`src/design/lsc_pkg.sv`:
```
// Shared constants for the LCD module system command handler.
// Assumes a 200 MHz core clock and packet bytes already de-framed.
package lsc_pkg;

  // Command codes, low six bits of the type byte
  localparam logic [5:0] CMD_PING      = 6'h00;
  localparam logic [5:0] CMD_INFO      = 6'h01;
  localparam logic [5:0] CMD_NV_WRITE  = 6'h02;
  localparam logic [5:0] CMD_NV_READ   = 6'h03;
  localparam logic [5:0] CMD_BOOT_SAVE = 6'h04;
  localparam logic [5:0] CMD_RESTART   = 6'h05;
  localparam logic [5:0] CMD_CLEAR     = 6'h06;
  localparam logic [5:0] CMD_GLYPH     = 6'h09;

  // Type byte upper bits
  localparam logic [1:0] TYPE_CMD = 2'h0;
  localparam logic [1:0] TYPE_RSP = 2'h1;
  localparam logic [1:0] TYPE_ERR = 2'h2;

  // Lengths
  localparam int         MAX_PAYLOAD = 124;
  localparam logic [7:0] MAX_LEN     = 8'h7c;
  localparam logic [7:0] VER_LEN     = 8'h10;
  localparam logic [7:0] SER_LEN     = 8'h11;
  localparam logic [7:0] KEY_LEN     = 8'h03;
  localparam logic [7:0] GLYPH_RLEN  = 8'h09;
  localparam logic [7:0] GLYPH_WLEN  = 8'h09;
  localparam int         GLYPH_COUNT = 8;
  localparam int         GLYPH_ROWS  = 8;

  // Info selectors
  localparam logic [7:0] SEL_VERSION = 8'h00;
  localparam logic [7:0] SEL_SERIAL  = 8'h01;

  // Restart keys, first byte most significant
  localparam logic [23:0] KEY_RELOAD       = 24'h081263;
  localparam logic [23:0] KEY_HOST_RESTART = 24'h0c1c61;
  localparam logic [23:0] KEY_HOST_OFF     = 24'h030b5f;
  localparam logic [23:0] KEY_SELF         = 24'h081930;
  localparam logic [23:0] KEY_FACTORY      = 24'h0a0862;

  // Timing
  localparam int CLK_MHZ        = 200;
  localparam int T_NV_WRITE_MS  = 400;
  localparam int T_RELOAD_MS    = 100;
  localparam int T_RESTART_MS   = 3000;
  localparam int CYC_NV_WRITE   = T_NV_WRITE_MS * CLK_MHZ * 1000;
  localparam int CYC_RELOAD     = T_RELOAD_MS * CLK_MHZ * 1000;
  localparam int CYC_RESTART    = T_RESTART_MS * CLK_MHZ * 1000;

  typedef enum logic [2:0] {S_RX, S_EXEC, S_WRITE, S_COMMIT, S_WAIT, S_TX, S_QUIET}
    lsc_state_t;
  typedef enum logic [2:0] {K_NONE, K_ECHO, K_VER, K_SER, K_NV, K_GLYPH} lsc_kind_t;
  typedef enum logic [2:0] {A_NONE, A_RELOAD, A_HOST_RESTART, A_HOST_OFF, A_SELF,
                            A_FACTORY} lsc_act_t;

endpackage

```
`src/design/lsc_mem_if.sv`:
```
// Byte memory port between the command handler and its storage blocks.
// Reads are combinational; commit starts a timed program cycle.
`timescale 1ns/100ps
interface lsc_mem_if #(parameter int AW = 7);
  logic [AW-1:0] addr;
  logic [7:0]    wdata;
  logic          we;
  logic          commit;
  logic [7:0]    rdata;
  logic          busy;

  modport host (output addr, wdata, we, commit, input rdata, busy);
  modport mem  (input addr, wdata, we, commit, output rdata, busy);
endinterface

```
`src/design/lsc_user_nv.sv`:
```
// User nonvolatile byte area with a program-time busy window.
// Assumes the array is kept over module restarts (only arst_n is power).
`timescale 1ns/100ps
module lsc_user_nv
  import lsc_pkg::*;
#(
  parameter int DEPTH    = MAX_PAYLOAD,
  parameter int BUSY_CYC = CYC_NV_WRITE
)(
  // Clock and reset
  input  wire logic core_clk,
  input  wire logic arst_n,
  // Storage port
  lsc_mem_if.mem    bus
);
  logic [7:0]  mem [DEPTH];
  logic [31:0] cnt;

  // Only writes touch the array; nothing clears it
  always_ff @(posedge core_clk)
  begin
    if (bus.we)
      mem[bus.addr] <= bus.wdata;
  end

  assign bus.rdata = mem[bus.addr];

  always_ff @(posedge core_clk or negedge arst_n)
  begin
    if (!arst_n)
      cnt <= 32'h0;
    else if (bus.commit)
      cnt <= 32'(BUSY_CYC);
    else if (cnt != 32'h0)
      cnt <= cnt - 32'h1;
  end

  assign bus.busy = (cnt != 32'h0);

  chk_nv_stable_data: assert property (@(posedge core_clk) disable iff (!arst_n)
    !bus.we ##1 $stable(bus.addr) |-> $stable(bus.rdata))
    else $error("User area changed without a write");

  chk_nv_busy_start: assert property (@(posedge core_clk) disable iff (!arst_n)
    bus.commit |=> bus.busy && cnt == 32'(BUSY_CYC))
    else $error("Program window did not start");
endmodule // lsc_user_nv

```
`src/design/lsc_glyph_mem.sv`:
```
// Glyph pattern memory: eight glyphs of eight rows each.
// Assumes the caller keeps the index in range.
`timescale 1ns/100ps
module lsc_glyph_mem
  import lsc_pkg::*;
(
  // Clock and reset
  input  wire logic core_clk,
  input  wire logic arst_n,
  // Pattern port, address is {glyph, row}
  lsc_mem_if.mem    bus
);
  logic [7:0] glyph_pattern_memory [GLYPH_COUNT*GLYPH_ROWS];

  always_ff @(posedge core_clk)
  begin
    if (bus.we)
      glyph_pattern_memory[bus.addr] <= bus.wdata;
  end

  assign bus.rdata = glyph_pattern_memory[bus.addr];
  // Pattern writes are immediate, so never busy
  assign bus.busy  = 1'b0;

  chk_glyph_readback: assert property (@(posedge core_clk) disable iff (!arst_n)
    bus.we |=> glyph_pattern_memory[$past(bus.addr)] == $past(bus.wdata))
    else $error("Glyph row not stored");
endmodule // lsc_glyph_mem

```
`src/design/lsc_cmd_handler.sv`:
```
// System command interpreter: takes one de-framed packet, answers it.
// Assumes type, length, payload arrive as a byte stream ending in rx_last.
// Operation
// - Every answer echoes command low six bits
// - Ping echoes length and payload, type 0x40
// - Info selector absent/0 version, 1 serial
// - Version reply is 16 bytes, type 0x41
// - Serial reply is 17 bytes, same type
// - 124-byte user area untouched by others
// - User write replies after program time
// - User read returns exactly requested count
// - Save state as boot, reply when done
// - Watchdog never part of boot state
// - Reload key: ack, then 100 ms deaf
// - Host-restart key: ack, ATX, fans, self
// - Host-off key: ATX off, fans, self restart
// - Self key: ack, restart, up to 3 s
// - Factory key: defaults, restart, keep user area
// - Restart acks are type 0x45, empty
// - Clear display, buffers, cursor home, video stop
// - Glyph read returns index plus eight rows
// - Glyph write stores eight rows, empty reply
// - No user glyphs under custom font
`timescale 1ns/100ps
module lsc_cmd_handler
  import lsc_pkg::*;
#(
  parameter int           STATE_W      = 64,
  parameter int           NV_WRITE_CYC = CYC_NV_WRITE,
  parameter int           RELOAD_CYC   = CYC_RELOAD,
  parameter int           RESTART_CYC  = CYC_RESTART,
  // Arbitrary identity values
  parameter logic [127:0] VERSION_ID   = "LCDMOD:h1.0,f1.0",
  parameter logic [135:0] SERIAL_ID    = "SN000000000000001",
  parameter logic [STATE_W-1:0] BOOT_DEFAULT = '0
)(
  // Clock and reset
  input  wire logic               core_clk,
  input  wire logic               arst_n,
  // Command byte stream
  input  wire logic               rx_valid,
  input  wire logic [7:0]         rx_byte,
  input  wire logic               rx_last,
  output logic                    rx_ready,
  // Answer byte stream
  input  wire logic               tx_ready,
  output logic                    tx_valid,
  output logic [7:0]              tx_byte,
  output logic                    tx_last,
  // Device state, watchdog excluded
  input  wire logic [STATE_W-1:0] cur_state,
  input  wire logic               custom_font_active,
  output logic [STATE_W-1:0]      boot_state,
  // Action strobes, one cycle each; glyph_render_en is a level
  output logic                    boot_load,
  output logic                    atx_host_restart,
  output logic                    atx_host_off,
  output logic                    fan_restart,
  output logic                    self_restart,
  output logic                    watchdog_off,
  output logic                    display_clear,
  output logic                    video_stop,
  output logic                    glyph_render_en
);
  lsc_mem_if #(.AW(7)) nv ();
  lsc_mem_if #(.AW(6)) gl ();

  lsc_user_nv #(.DEPTH(MAX_PAYLOAD), .BUSY_CYC(NV_WRITE_CYC)) u_nv (
    .core_clk (core_clk),
    .arst_n   (arst_n),
    .bus      (nv.mem)
  );

  lsc_glyph_mem u_glyph (
    .core_clk (core_clk),
    .arst_n   (arst_n),
    .bus      (gl.mem)
  );

  lsc_state_t  state;
  lsc_kind_t   kind;
  lsc_act_t    act;
  logic [7:0]  rx_buf [MAX_PAYLOAD];
  logic [7:0]  rx_type;
  logic [7:0]  rx_len;
  logic [7:0]  rx_idx;
  logic [7:0]  rx_cnt;
  logic [7:0]  rsp_type;
  logic [7:0]  rsp_len;
  logic [7:0]  tx_idx;
  logic [7:0]  tx_pos;
  logic [7:0]  wr_idx;
  logic [7:0]  wr_end;
  logic        wr_nv;
  logic [2:0]  gidx;
  logic [31:0] quiet_cnt;
  logic [7:0]  pay_idx;
  logic [7:0]  next_byte;
  logic [5:0]  code;
  logic [23:0] key;
  logic        len_ok;

  assign code    = rx_type[5:0];
  assign key     = {rx_buf[0], rx_buf[1], rx_buf[2]};
  assign len_ok  = (rx_cnt == rx_len) && (rx_type[7:6] == TYPE_CMD);
  assign pay_idx = tx_idx - 8'h2;

  // Storage ports: writes in S_WRITE, otherwise addressed by the answer
  assign nv.addr   = (state == S_WRITE) ? wr_idx[6:0] : pay_idx[6:0];
  assign nv.wdata  = rx_buf[wr_idx[6:0]];
  assign nv.we     = (state == S_WRITE) && wr_nv;
  assign nv.commit = (state == S_COMMIT);
  assign gl.addr   = (state == S_WRITE) ? {gidx, wr_idx[2:0]} : {gidx, pay_idx[2:0] - 3'h1};
  assign gl.wdata  = rx_buf[wr_idx[6:0] + 7'h1];
  assign gl.we     = (state == S_WRITE) && !wr_nv;
  assign gl.commit = 1'b0;

  // Byte that the answer stream carries at position tx_idx
  always_comb
  begin
    next_byte = 8'h0;
    if (tx_idx == 8'h0)
      next_byte = rsp_type;
    else if (tx_idx == 8'h1)
      next_byte = rsp_len;
    else
      case (kind)
        K_ECHO:  next_byte = rx_buf[pay_idx[6:0]];
        K_VER:   next_byte = VERSION_ID[8*(15 - int'(pay_idx[3:0])) +: 8];
        K_SER:   next_byte = SERIAL_ID[8*(16 - int'(pay_idx[4:0])) +: 8];
        K_NV:    next_byte = nv.rdata;
        K_GLYPH: next_byte = (pay_idx == 8'h0) ? {5'h0, gidx} : gl.rdata;
        default: next_byte = 8'h0;
      endcase
  end

  // Packet intake; payload beyond the area is counted, not kept
  always_ff @(posedge core_clk or negedge arst_n)
  begin
    if (!arst_n)
    begin
      rx_idx  <= 8'h0;
      rx_cnt  <= 8'h0;
      rx_type <= 8'h0;
      rx_len  <= 8'h0;
    end
    else if (state == S_RX && rx_valid && rx_ready)
    begin
      rx_idx <= rx_last ? 8'h0 : ((rx_idx == 8'hff) ? rx_idx : rx_idx + 8'h1);
      if (rx_idx == 8'h0)
      begin
        rx_type <= rx_byte;
        rx_cnt  <= 8'h0;
      end
      else if (rx_idx == 8'h1)
        rx_len <= rx_byte;
      else if (rx_cnt != 8'hff)
        rx_cnt <= rx_cnt + 8'h1;
    end
  end

  always_ff @(posedge core_clk)
  begin
    if (state == S_RX && rx_valid && rx_ready && rx_idx >= 8'h2 && rx_cnt < MAX_LEN)
      rx_buf[rx_cnt[6:0]] <= rx_byte;
  end

  // Decode, execute and sequence
  always_ff @(posedge core_clk or negedge arst_n)
  begin
    if (!arst_n)
    begin
      state     <= S_RX;
      rx_ready  <= 1'b1;
      kind      <= K_NONE;
      act       <= A_NONE;
      rsp_type  <= 8'h0;
      rsp_len   <= 8'h0;
      wr_idx    <= 8'h0;
      wr_end    <= 8'h0;
      wr_nv     <= 1'b0;
      gidx      <= 3'h0;
      quiet_cnt <= 32'h0;
    end
    else
      case (state)
        S_RX:
          if (rx_valid && rx_ready && rx_last)
          begin
            state    <= S_EXEC;
            rx_ready <= 1'b0;
          end
        S_EXEC:
        begin
          kind     <= K_NONE;
          act      <= A_NONE;
          rsp_len  <= 8'h0;
          rsp_type <= {TYPE_ERR, code};
          wr_idx   <= 8'h0;
          state    <= S_TX;
          if (len_ok)
            case (code)
              CMD_PING:
                if (rx_len <= MAX_LEN)
                begin
                  rsp_type <= {TYPE_RSP, code};
                  rsp_len  <= rx_len;
                  kind     <= K_ECHO;
                end
              CMD_INFO:
                if (rx_len == 8'h0 || (rx_len == 8'h1 && rx_buf[0] == SEL_VERSION))
                begin
                  rsp_type <= {TYPE_RSP, code};
                  rsp_len  <= VER_LEN;
                  kind     <= K_VER;
                end
                else if (rx_len == 8'h1 && rx_buf[0] == SEL_SERIAL)
                begin
                  rsp_type <= {TYPE_RSP, code};
                  rsp_len  <= SER_LEN;
                  kind     <= K_SER;
                end
              CMD_NV_WRITE:
                if (rx_len != 8'h0 && rx_len <= MAX_LEN)
                begin
                  rsp_type <= {TYPE_RSP, code};
                  wr_end   <= rx_len - 8'h1;
                  wr_nv    <= 1'b1;
                  state    <= S_WRITE;
                end
              CMD_NV_READ:
                if (rx_len == 8'h1 && rx_buf[0] != 8'h0 && rx_buf[0] <= MAX_LEN)
                begin
                  rsp_type <= {TYPE_RSP, code};
                  rsp_len  <= rx_buf[0];
                  kind     <= K_NV;
                end
              CMD_BOOT_SAVE:
                if (rx_len == 8'h0)
                begin
                  rsp_type <= {TYPE_RSP, code};
                  state    <= S_COMMIT;
                end
              CMD_RESTART:
                if (rx_len == KEY_LEN)
                begin
                  rsp_type <= {TYPE_RSP, code};
                  case (key)
                    KEY_RELOAD:       act <= A_RELOAD;
                    KEY_HOST_RESTART: act <= A_HOST_RESTART;
                    KEY_HOST_OFF:     act <= A_HOST_OFF;
                    KEY_SELF:         act <= A_SELF;
                    KEY_FACTORY:      act <= A_FACTORY;
                    default:          rsp_type <= {TYPE_ERR, code};
                  endcase
                end
              CMD_CLEAR:
                if (rx_len == 8'h0)
                  rsp_type <= {TYPE_RSP, code};
              CMD_GLYPH:
                if (rx_len == 8'h1 && rx_buf[0] < 8'(GLYPH_COUNT))
                begin
                  rsp_type <= {TYPE_RSP, code};
                  rsp_len  <= GLYPH_RLEN;
                  gidx     <= rx_buf[0][2:0];
                  kind     <= K_GLYPH;
                end
                else if (rx_len == GLYPH_WLEN && rx_buf[0] < 8'(GLYPH_COUNT))
                begin
                  rsp_type <= {TYPE_RSP, code};
                  gidx     <= rx_buf[0][2:0];
                  wr_end   <= 8'(GLYPH_ROWS - 1);
                  wr_nv    <= 1'b0;
                  state    <= S_WRITE;
                end
              default: ;
            endcase
        end
        S_WRITE:
        begin
          wr_idx <= wr_idx + 8'h1;
          if (wr_idx == wr_end)
            state <= wr_nv ? S_COMMIT : S_TX;
        end
        S_COMMIT:
          state <= S_WAIT;
        S_WAIT:
          if (!nv.busy)
            state <= S_TX;
        S_TX:
          if (tx_valid && tx_ready && tx_last)
          begin
            rx_ready <= 1'b1;
            if (act == A_NONE)
              state <= S_RX;
            else
            begin
              // Input is swallowed until the restart settles
              state     <= S_QUIET;
              quiet_cnt <= (act == A_RELOAD) ? 32'(RELOAD_CYC) : 32'(RESTART_CYC);
            end
          end
        S_QUIET:
          if (quiet_cnt <= 32'h1)
          begin
            state <= S_RX;
            act   <= A_NONE;
          end
          else
            quiet_cnt <= quiet_cnt - 32'h1;
        default:
          state <= S_RX;
      endcase
  end

  // Answer stream, held while tx_ready is low
  always_ff @(posedge core_clk or negedge arst_n)
  begin
    if (!arst_n)
    begin
      tx_valid <= 1'b0;
      tx_byte  <= 8'h0;
      tx_last  <= 1'b0;
      tx_idx   <= 8'h0;
      tx_pos   <= 8'h0;
    end
    else if (state != S_TX)
      tx_idx <= 8'h0;
    else if (tx_valid && tx_ready && tx_last)
    begin
      tx_valid <= 1'b0;
      tx_last  <= 1'b0;
    end
    else if (!tx_valid || tx_ready)
    begin
      tx_valid <= 1'b1;
      tx_byte  <= next_byte;
      tx_last  <= (tx_idx == rsp_len + 8'h1);
      tx_pos   <= tx_idx;
      tx_idx   <= tx_idx + 8'h1;
    end
  end

  // Side effects fire after the acknowledgement has left
  logic ack_done;
  assign ack_done = (state == S_TX) && tx_valid && tx_ready && tx_last
                    && rsp_type[7:6] == TYPE_RSP;

  always_ff @(posedge core_clk or negedge arst_n)
  begin
    if (!arst_n)
    begin
      boot_load        <= 1'b0;
      atx_host_restart <= 1'b0;
      atx_host_off     <= 1'b0;
      fan_restart      <= 1'b0;
      self_restart     <= 1'b0;
      watchdog_off     <= 1'b0;
      display_clear    <= 1'b0;
      video_stop       <= 1'b0;
    end
    else
    begin
      boot_load        <= ack_done && act == A_RELOAD;
      atx_host_restart <= ack_done && act == A_HOST_RESTART;
      atx_host_off     <= ack_done && act == A_HOST_OFF;
      fan_restart      <= ack_done && act inside {A_HOST_RESTART, A_HOST_OFF, A_SELF,
                                                  A_FACTORY};
      self_restart     <= ack_done && act inside {A_HOST_RESTART, A_HOST_OFF, A_SELF,
                                                  A_FACTORY};
      watchdog_off     <= ack_done && act != A_NONE;
      display_clear    <= ack_done && code == CMD_CLEAR;
      video_stop       <= ack_done && code == CMD_CLEAR;
    end
  end

  // Boot image never carries watchdog settings
  always_ff @(posedge core_clk or negedge arst_n)
  begin
    if (!arst_n)
      boot_state <= BOOT_DEFAULT;
    else if (state == S_COMMIT && code == CMD_BOOT_SAVE)
      boot_state <= cur_state;
    else if (ack_done && act == A_FACTORY)
      boot_state <= BOOT_DEFAULT;
  end

  always_ff @(posedge core_clk or negedge arst_n)
  begin
    if (!arst_n)
      glyph_render_en <= 1'b0;
    else
      glyph_render_en <= !custom_font_active;
  end

  chk_type_echo: assert property (@(posedge core_clk) disable iff (!arst_n)
    tx_valid && tx_pos == 8'h0 |-> tx_byte[5:0] == rx_type[5:0])
    else $error("Answer type does not echo command");
  chk_ping_len: assert property (@(posedge core_clk) disable iff (!arst_n)
    tx_valid && tx_pos == 8'h1 && kind == K_ECHO |-> tx_byte == rx_len)
    else $error("Ping length not echoed");
  chk_version_len: assert property (@(posedge core_clk) disable iff (!arst_n)
    tx_valid && kind == K_VER && tx_pos <= 8'h1
      |-> tx_byte == ((tx_pos == 8'h0) ? 8'h41 : VER_LEN))
    else $error("Version reply malformed");
  chk_serial_len: assert property (@(posedge core_clk) disable iff (!arst_n)
    tx_valid && tx_pos == 8'h1 && kind == K_SER |-> tx_byte == 8'h11)
    else $error("Serial reply length wrong");
  chk_write_wait: assert property (@(posedge core_clk) disable iff (!arst_n)
    tx_valid && rsp_type == 8'h42 |-> !nv.busy)
    else $error("Write acknowledged before completion");
  chk_read_count: assert property (@(posedge core_clk) disable iff (!arst_n)
    tx_valid && tx_pos == 8'h1 && kind == K_NV |-> tx_byte == rx_buf[0])
    else $error("Read length differs from request");
  chk_quiet_deaf: assert property (@(posedge core_clk) disable iff (!arst_n)
    state == S_QUIET |-> rx_ready && !tx_valid)
    else $error("Traffic during restart window");
  chk_act_after_ack: assert property (@(posedge core_clk) disable iff (!arst_n)
    $rose(atx_host_restart) |-> $past(tx_valid && tx_ready && tx_last))
    else $error("Host restart before acknowledgement");
  chk_restart_ack: assert property (@(posedge core_clk) disable iff (!arst_n)
    tx_valid && tx_pos == 8'h1 && rsp_type == 8'h45 |-> tx_byte == 8'h00 && tx_last)
    else $error("Restart ack not empty");
  chk_glyph_len: assert property (@(posedge core_clk) disable iff (!arst_n)
    tx_valid && tx_pos == 8'h1 && kind == K_GLYPH |-> tx_byte == 8'h09)
    else $error("Glyph read length wrong");
  chk_font_gate: assert property (@(posedge core_clk) disable iff (!arst_n)
    custom_font_active |=> !glyph_render_en)
    else $error("Glyphs enabled under custom font");
endmodule // lsc_cmd_handler

```
`config.mk`:
```
export PLATFORM = sky130hd
export DESIGN_NAME = lsc_cmd_handler
export DESIGN_NICKNAME = d
export VERILOG_FILES = /design/src/design/lsc_pkg.sv /design/src/design/lsc_mem_if.sv /design/src/design/lsc_user_nv.sv /design/src/design/lsc_glyph_mem.sv /design/src/design/lsc_cmd_handler.sv
export SDC_FILE = /design/constraint.sdc
export NUM_CORES = 2
export LEC_CHECK = 0
export BUFFER_PORTS_ARGS = -buffer_cell sky130_fd_sc_hd__buf_2
export CORE_ASPECT_RATIO = 1.5
export CORE_MARGIN = 4
export CORE_UTILIZATION = 40
export CTS_BUF_LIST = sky130_fd_sc_hd__clkbuf_16
export DETAILED_ROUTE_END_ITERATION = 10
export GPL_ROUTABILITY_DRIVEN = 0
export PLACE_DENSITY = 0.55
export SYNTH_ARGS = -nofsm -noshare
export SYNTH_HDL_FRONTEND = slang
export SYNTH_SLANG_ARGS = --single-unit
```
`constraint.sdc`:
```
create_clock -name core_clk -period 11.56 [get_ports core_clk]
set_input_delay 2.312 -clock core_clk [delete_from_list [all_inputs] [get_ports core_clk]]
set_output_delay 2.312 -clock core_clk [all_outputs]
set_load 0.02 [all_outputs]
```
# == Word level (Yosys, flattened, before mapping) ==
# Memories as Yosys holds them, arrays and structs flattened.
# Index checks and enable logic that the tools add are counted.
# totals
reg_bits,231
ramBits,2496
input_bits,78
out_inout_bits,84
memories,3
# op_classes
addsub,13
order_cmp,6
n_eq_ne,54
shifts,2
mux,92
bitwise_logic,3
n_reduce_logical,75
# mem_list
memory,depth,word_bits,rd,rd_ports_with_merged_regs,write_ports,line_no,text
rx_buf,124,8,6,0,1,lsc_cmd_handler.sv:83,logic [7:0] rx_buf [MAX_PAYLOAD];
u_nv.mem,124,8,1,0,1,lsc_user_nv.sv:16,logic [7:0] mem [DEPTH];
u_glyph.glyph_pattern_memory,64,8,1,0,1,lsc_glyph_mem.sv:13,logic [7:0] glyph_pattern_memory [GLYPH_COUNT*GLYPH_ROWS];
# ops
operator,count
8-bit two-way mux,28
32-bit two-way mux,5
136-bit by 9-bit indexed part select with 8-bit output (first input constant),1
64-bit two-way mux,2
128-bit by 8-bit indexed part select with 8-bit output (first input constant),1
24-bit by 20-bit equality test with 1-bit output (second input constant),4
32-bit one-hot mux with 2 select lines,1
32-bit by 1-bit subtractor with 32-bit output (second input constant),2
3-bit two-way mux,21
8-bit one-hot mux with 7 select lines,1
8-bit by 1-bit adder with 8-bit output (second input constant),5
8-bit logical NOT,5
8-bit one-hot mux with 5 select lines,1
8-bit by 1-bit equality test with 1-bit output (second input constant),4
32-bit by 1-bit <= comparator with 1-bit output (second input constant),1
8-bit one-hot mux with 2 select lines,2
8-bit one-hot mux with 4 select lines,1
32-bit nonzero test,1
1-bit logical AND,30
30-bit two-way mux,1
24-bit by 18-bit equality test with 1-bit output (second input constant),1
8-bit equality test,3
2-bit nonzero test,11
3-bit equality test (second input constant),7
51 further kinds,106

# == Logic depth before layout (Yosys ltp) ==
# depth
word_depth,8
mapped_depth,24
mapped_depth_nobuf,13

# == Cells and area by module ==
# Synthesis repeated with hierarchy kept, for this count alone.
# hier_totals
hier_cells,7706
area_unflattened_um2,126132.2
# modules_own_cells
module,n_inst,cells_per_inst,area_per_inst_um2
lsc_cmd_handler,1,4023,65019.9
lsc_user_nv,1,2518,40811.6
lsc_glyph_mem,1,1165,20300.7

# == Worst setup path after synthesis ==
# OpenSTA, ideal clock, no wires.
# synth_timing
path_kind,reg2reg
start,register wr_idx[0]
end,memory u_nv.mem[0][7] (data pin)
setup_ps,1194
t_arrival_ps,7766
path_slack_ps,2601
path_stages_with_launch,12
period_less_slack_ps,8959
path_cell_list,dfrtp_1 -> buf_2 -> buf_2 -> buf_2 -> buf_2 -> buf_2 -> buf_2 -> mux2i_1 -> o221ai_1 -> o22ai_1 -> o311a_1 -> o31ai_1
# synth_between
elab_chain_len,1
# synth_rtl
element,line_no,text
from (decl),lsc_cmd_handler.sv:92,logic [7:0] wr_idx;
from (signal assigned),lsc_cmd_handler.sv:281,wr_idx <= wr_idx + 8'h1;
memory read 124 x 8 bit,-,
named net nv.wdata[7],lsc_mem_if.sv:6,logic [7:0] wdata;
to (decl),lsc_user_nv.sv:16,
# The timed path passes the listed nets, and every way through them passes these cells.

# == Worst setup path in the final report ==
# layout_timing
start,register wr_idx[1]
end,register tx_byte[3]
# layout_between
elab_chain_len,6
# layout_rtl
element,line_no,text
3-bit two-way mux,lsc_cmd_handler.sv:113,"assign gl.addr = (state == S_WRITE) ? {gidx, wr_idx[2:0]} : {gidx, pay_idx[2:0] - 3'h1};"
memory read 64 x 8 bit,-,
8-bit two-way mux,lsc_cmd_handler.sv:132,"K_GLYPH: next_byte = (pay_idx == 8'h0) ? {5'h0, gidx} : gl.rdata;"
8-bit one-hot mux with 5 select lines (*),lsc_cmd_handler.sv:127,case (kind)
8-bit two-way mux (*),lsc_cmd_handler.sv:124,else if (tx_idx == 8'h1)
8-bit two-way mux (*),lsc_cmd_handler.sv:122,if (tx_idx == 8'h0)
to (signal assigned),lsc_cmd_handler.sv:337,tx_byte <= next_byte;
to (decl),lsc_cmd_handler.sv:48,"output logic [7:0] tx_byte,"
# Mark *: on every way between the ends. The rest lies on a longest branch, timed or not.
# A chain may end at the register's enable or synchronous reset.

==> impl_metrics.env <==
export IMPL_fin_skew_ns=0.0883
export IMPL_synthArstFlopShare_pct=8.47
export IMPL_slew_violations=0
export IMPL_start_util_pct=40.2
export IMPL_worstSetupStartpointType="register"
export IMPL_cts_tree="done"
export IMPL_cts_resized=0
export IMPL_die_w_um=465
export IMPL_outcome="finished, final reports clean"
export IMPL_clock_root_buffer="clkbuf_16"
export IMPL_htree_levels=5
export IMPL_dpl_hpwl_mm=280
export IMPL_finalPower_mw=19.5
export IMPL_first_iter_violations=9736
export IMPL_required_ns=12.37
export IMPL_p_per_area_nw_per_um2=140
export IMPL_cp_end_kind="register"
export IMPL_swShare_pct=20.3
export IMPL_worstSetupPathType="reg2reg"
export IMPL_fillers=27200
export IMPL_antenna_left=0
export IMPL_cp_arrival_ns=7.47
export IMPL_syn_inst=8316
export IMPL_pre_cts_ws_ns=5.04
export IMPL_cts_hold_buf=0
export IMPL_dieArea_um2=323000
export IMPL_grt_overflow=0
export IMPL_stdcell_area_um2=140000
export IMPL_antenna_found_initial=16
export IMPL_insertion_delay_ns=0.91
export IMPL_worst_pin_slew_ns=1.42
export IMPL_place_area_um2=131000
export IMPL_grt_pass1_vias=80800
export IMPL_relSlewSlack_pct=5.21
export IMPL_setup_violations=0
export IMPL_synthTopCellsByArea="edfxtp_1, mux4_2, dfrtp_1"
export IMPL_hold_path_class="reg2reg"
export IMPL_syn_mean_instance_area_um2=15.1
export IMPL_yosysTopAreaCell="edfxtp_1"
export IMPL_num_vias=81200
export IMPL_ys_seq_elements=2727
export IMPL_synth_edf_count=2496
export IMPL_setup_slack_ns=4.90
export IMPL_p_clk_share_pct=44.8
export IMPL_sequentialPowerShare_pct=54.7
export IMPL_rsz0062_at_grt="no"
export IMPL_cts_buffers=274
export IMPL_clkSlewWorstSetupHoldPaths_ns=0.07
export IMPL_r2r_cells=14
export IMPL_synth_warnings=0
export IMPL_synth_top_area_share_pct=59.8
export IMPL_num_io_pins=162
export IMPL_ys_seq_area_share_pct=64.4
export IMPL_fin_hold_ws_ns=0.496
export IMPL_cts_setup_buffers=0
export IMPL_net_switching_power_mw=3.96
export IMPL_grt_total_usage_pct=26.2
export IMPL_drc=0
export IMPL_min_period_over_period_pct=57.6
export IMPL_p_leak_nw=45.1
export IMPL_cts_sinks=2727
export IMPL_drive_above_1_share_pct=20.0
export IMPL_fin_nets=8455
export IMPL_dp_cells=12300
export IMPL_crit_path_start="wr_idx[1]"
export IMPL_grt_pass1_wl_mm=611
export IMPL_tns_ns=0
export IMPL_hold_viol=0
export IMPL_cap_violations=0
export IMPL_syn_num_nets=8418
export IMPL_cts_buffer_depth=4
export IMPL_areaGrowthSynthToFinish_pct=11.4
export IMPL_vias_per_cell=6.37
export IMPL_r2r_start="wr_idx[1]"
export IMPL_critPathMaxFanout=141
export IMPL_drtPass1Iterations=8
export IMPL_comb_power_share_pct=0.5
export IMPL_io_buffers=161
export IMPL_crit_end="tx_byte[3]"
export IMPL_ys_types=90
export IMPL_ir_worst_vdd_uv=104
export IMPL_routedWlPerCell_um=34.0
export IMPL_fmax_mhz=150
export IMPL_grt_max_degree=142
export IMPL_core_area_um2=312000
export IMPL_wirelength_mm=433
export IMPL_fin_cells=12700
export IMPL_fin_crit_ns=6.66
export IMPL_utilization_pct=44.8
export IMPL_p_int_mw=15.6
export IMPL_ff2ff_setup_slack_ns=4.90
export IMPL_ys_flop_type="edfxtp_1"
export IMPL_num_rows=251
export IMPL_r2r_end="tx_byte[3]"
export IMPL_mappedNetlistArea_um2=125000
export IMPL_fp_dieH_um=694
==> state kept, by name (all words and copies together) (netlist names), 8 cells and up <==
name                          flops
wr_end                            8
rx_buf                          992
tx_idx                            8
u_glyph.glyph_pattern_memory    512
rx_cnt                            8
quiet_cnt                        32
wr_idx                            8
rx_idx                            8
rx_type                           8
rsp_type                          8
boot_state                       64
u_nv.cnt                         32
rx_len                            8
u_nv.mem                        992
rsp_len                           8
tx_byte                           8
==> logic make-up after synthesis <==
group,count (synthesis),share of synthesized area [%]
buffers and inverters,634,2.12
multiplexers,1117,17.3
flip-flops,2727,64.4
adder cells (fa/ha/maj),24,0.239
AO/OA/AOI/OAI,1174,6.31
AND/OR/NAND/NOR,2548,8.99
XOR/XNOR,92,0.643
==> worst min-delay path by stage <==
stage / depth (start not counted) / from / to / slack (ns)
3_3_place_gp: 1 / boot_state[5] / boot_state[5] / 0.48
6_report: 2 / wr_end[6] / wr_end[6] / 0.50
4_1_cts: 1 / boot_state[24] / boot_state[24] / 0.50
5_1_grt: 1 / boot_state[36] / boot_state[36] / 0.51
2_1_floorplan: 2 / rsp_type[3] / rsp_type[3] / 0.46
3_5_place_dp: 1 / boot_state[14] / boot_state[14] / 0.48
==> Yosys cell counts (17+ instances only) <==
library cell	number
buf_1	104
a21oi_1	172
a211oi_1	45
or4_1	24
edfxtp_1	2496
nand2b_1	17
mux4_2	839
mux2_2	29
dfrtp_1	230
and3_1	119
o21ai_0	193
a22o_1	72
o41ai_1	21
a21o_1	17
o221ai_1	64
buf_2	149
ha_1	24
a22oi_1	42
xor2_1	35
or3_1	30
o22ai_1	187
a31oi_1	147
nor2b_1	31
nand3_1	297
nor3_1	95
o31ai_1	25
o211ai_1	26
clkbuf_1	328
a221oi_1	23
o22a_1	19
inv_1	31
mux2i_1	248
a311oi_1	22
nand4_1	48
nand2_1	1153
and2_1	18
nor2_1	582
xnor2_1	57
nor4_1	60
==> final cells by class <==
type	count	area [µm²]	area share, %
sequential	2727	80800	57.8
multi-input combinational	4955	42500	30.4
clock buffer	282	7060	5.05
tap	4174	5220	3.74
timing repair buffer	362	2520	1.81
clock inverter	192	1450	1.04
inverter	33	126	0.0905
antenna	9	22.5	0.0161
==> worst max-delay path, cell delays in order, from the launching register on <==
cell	delay (ns)
dfrtp_4	0.83
buf_4	0.76
nor4b_1	0.22
buf_4	0.21
a21oi_4	0.09
buf_4	0.62
buf_12	0.58
buf_12	0.42
nand2_1	0.13
and3_1	0.20
a311oi_1	0.32
a311oi_1	0.14
nor4b_1	0.68
o2111ai_1	0.59
a32oi_1	0.38
==> power groups by stage <==
stage | sequential (mW) | combinational, mW | clock (mW)
floorplan | 10.9 | 0.00124 | 0
global placement | 10.9 | 0.102 | 0
detailed placement | 10.9 | 0.106 | 0
CTS | 10.7 | 0.105 | 8.86
global route | 10.7 | 0.111 | 9.26
finish | 10.7 | 0.103 | 8.75
==> layout by cell type (no fill, tap or decap), drive strengths merged, types with 147 or more instances in the layout <==
master	count
nor2	583
o21ai	194
a31oi	147
dfrtp	230
a21oi	174
o22ai	187
edfxtp	2496
clkbuf	282
mux2i	249
nand3	297
mux4	839
nand2	1154
buf	362
==> routing by layer <==
layer | vias up | wire length, µm | global-route usage (%)
li1 | 33200 | - | -
met1 | 42300 | 149000 | 30.6
met2 | 4479 | 214000 | 44.2
met3 | 1109 | 32500 | 4.14
met4 | 0 | 36900 | 18.3
met5 | - | 0 | 0
Power figures use the tool's default switching activity.
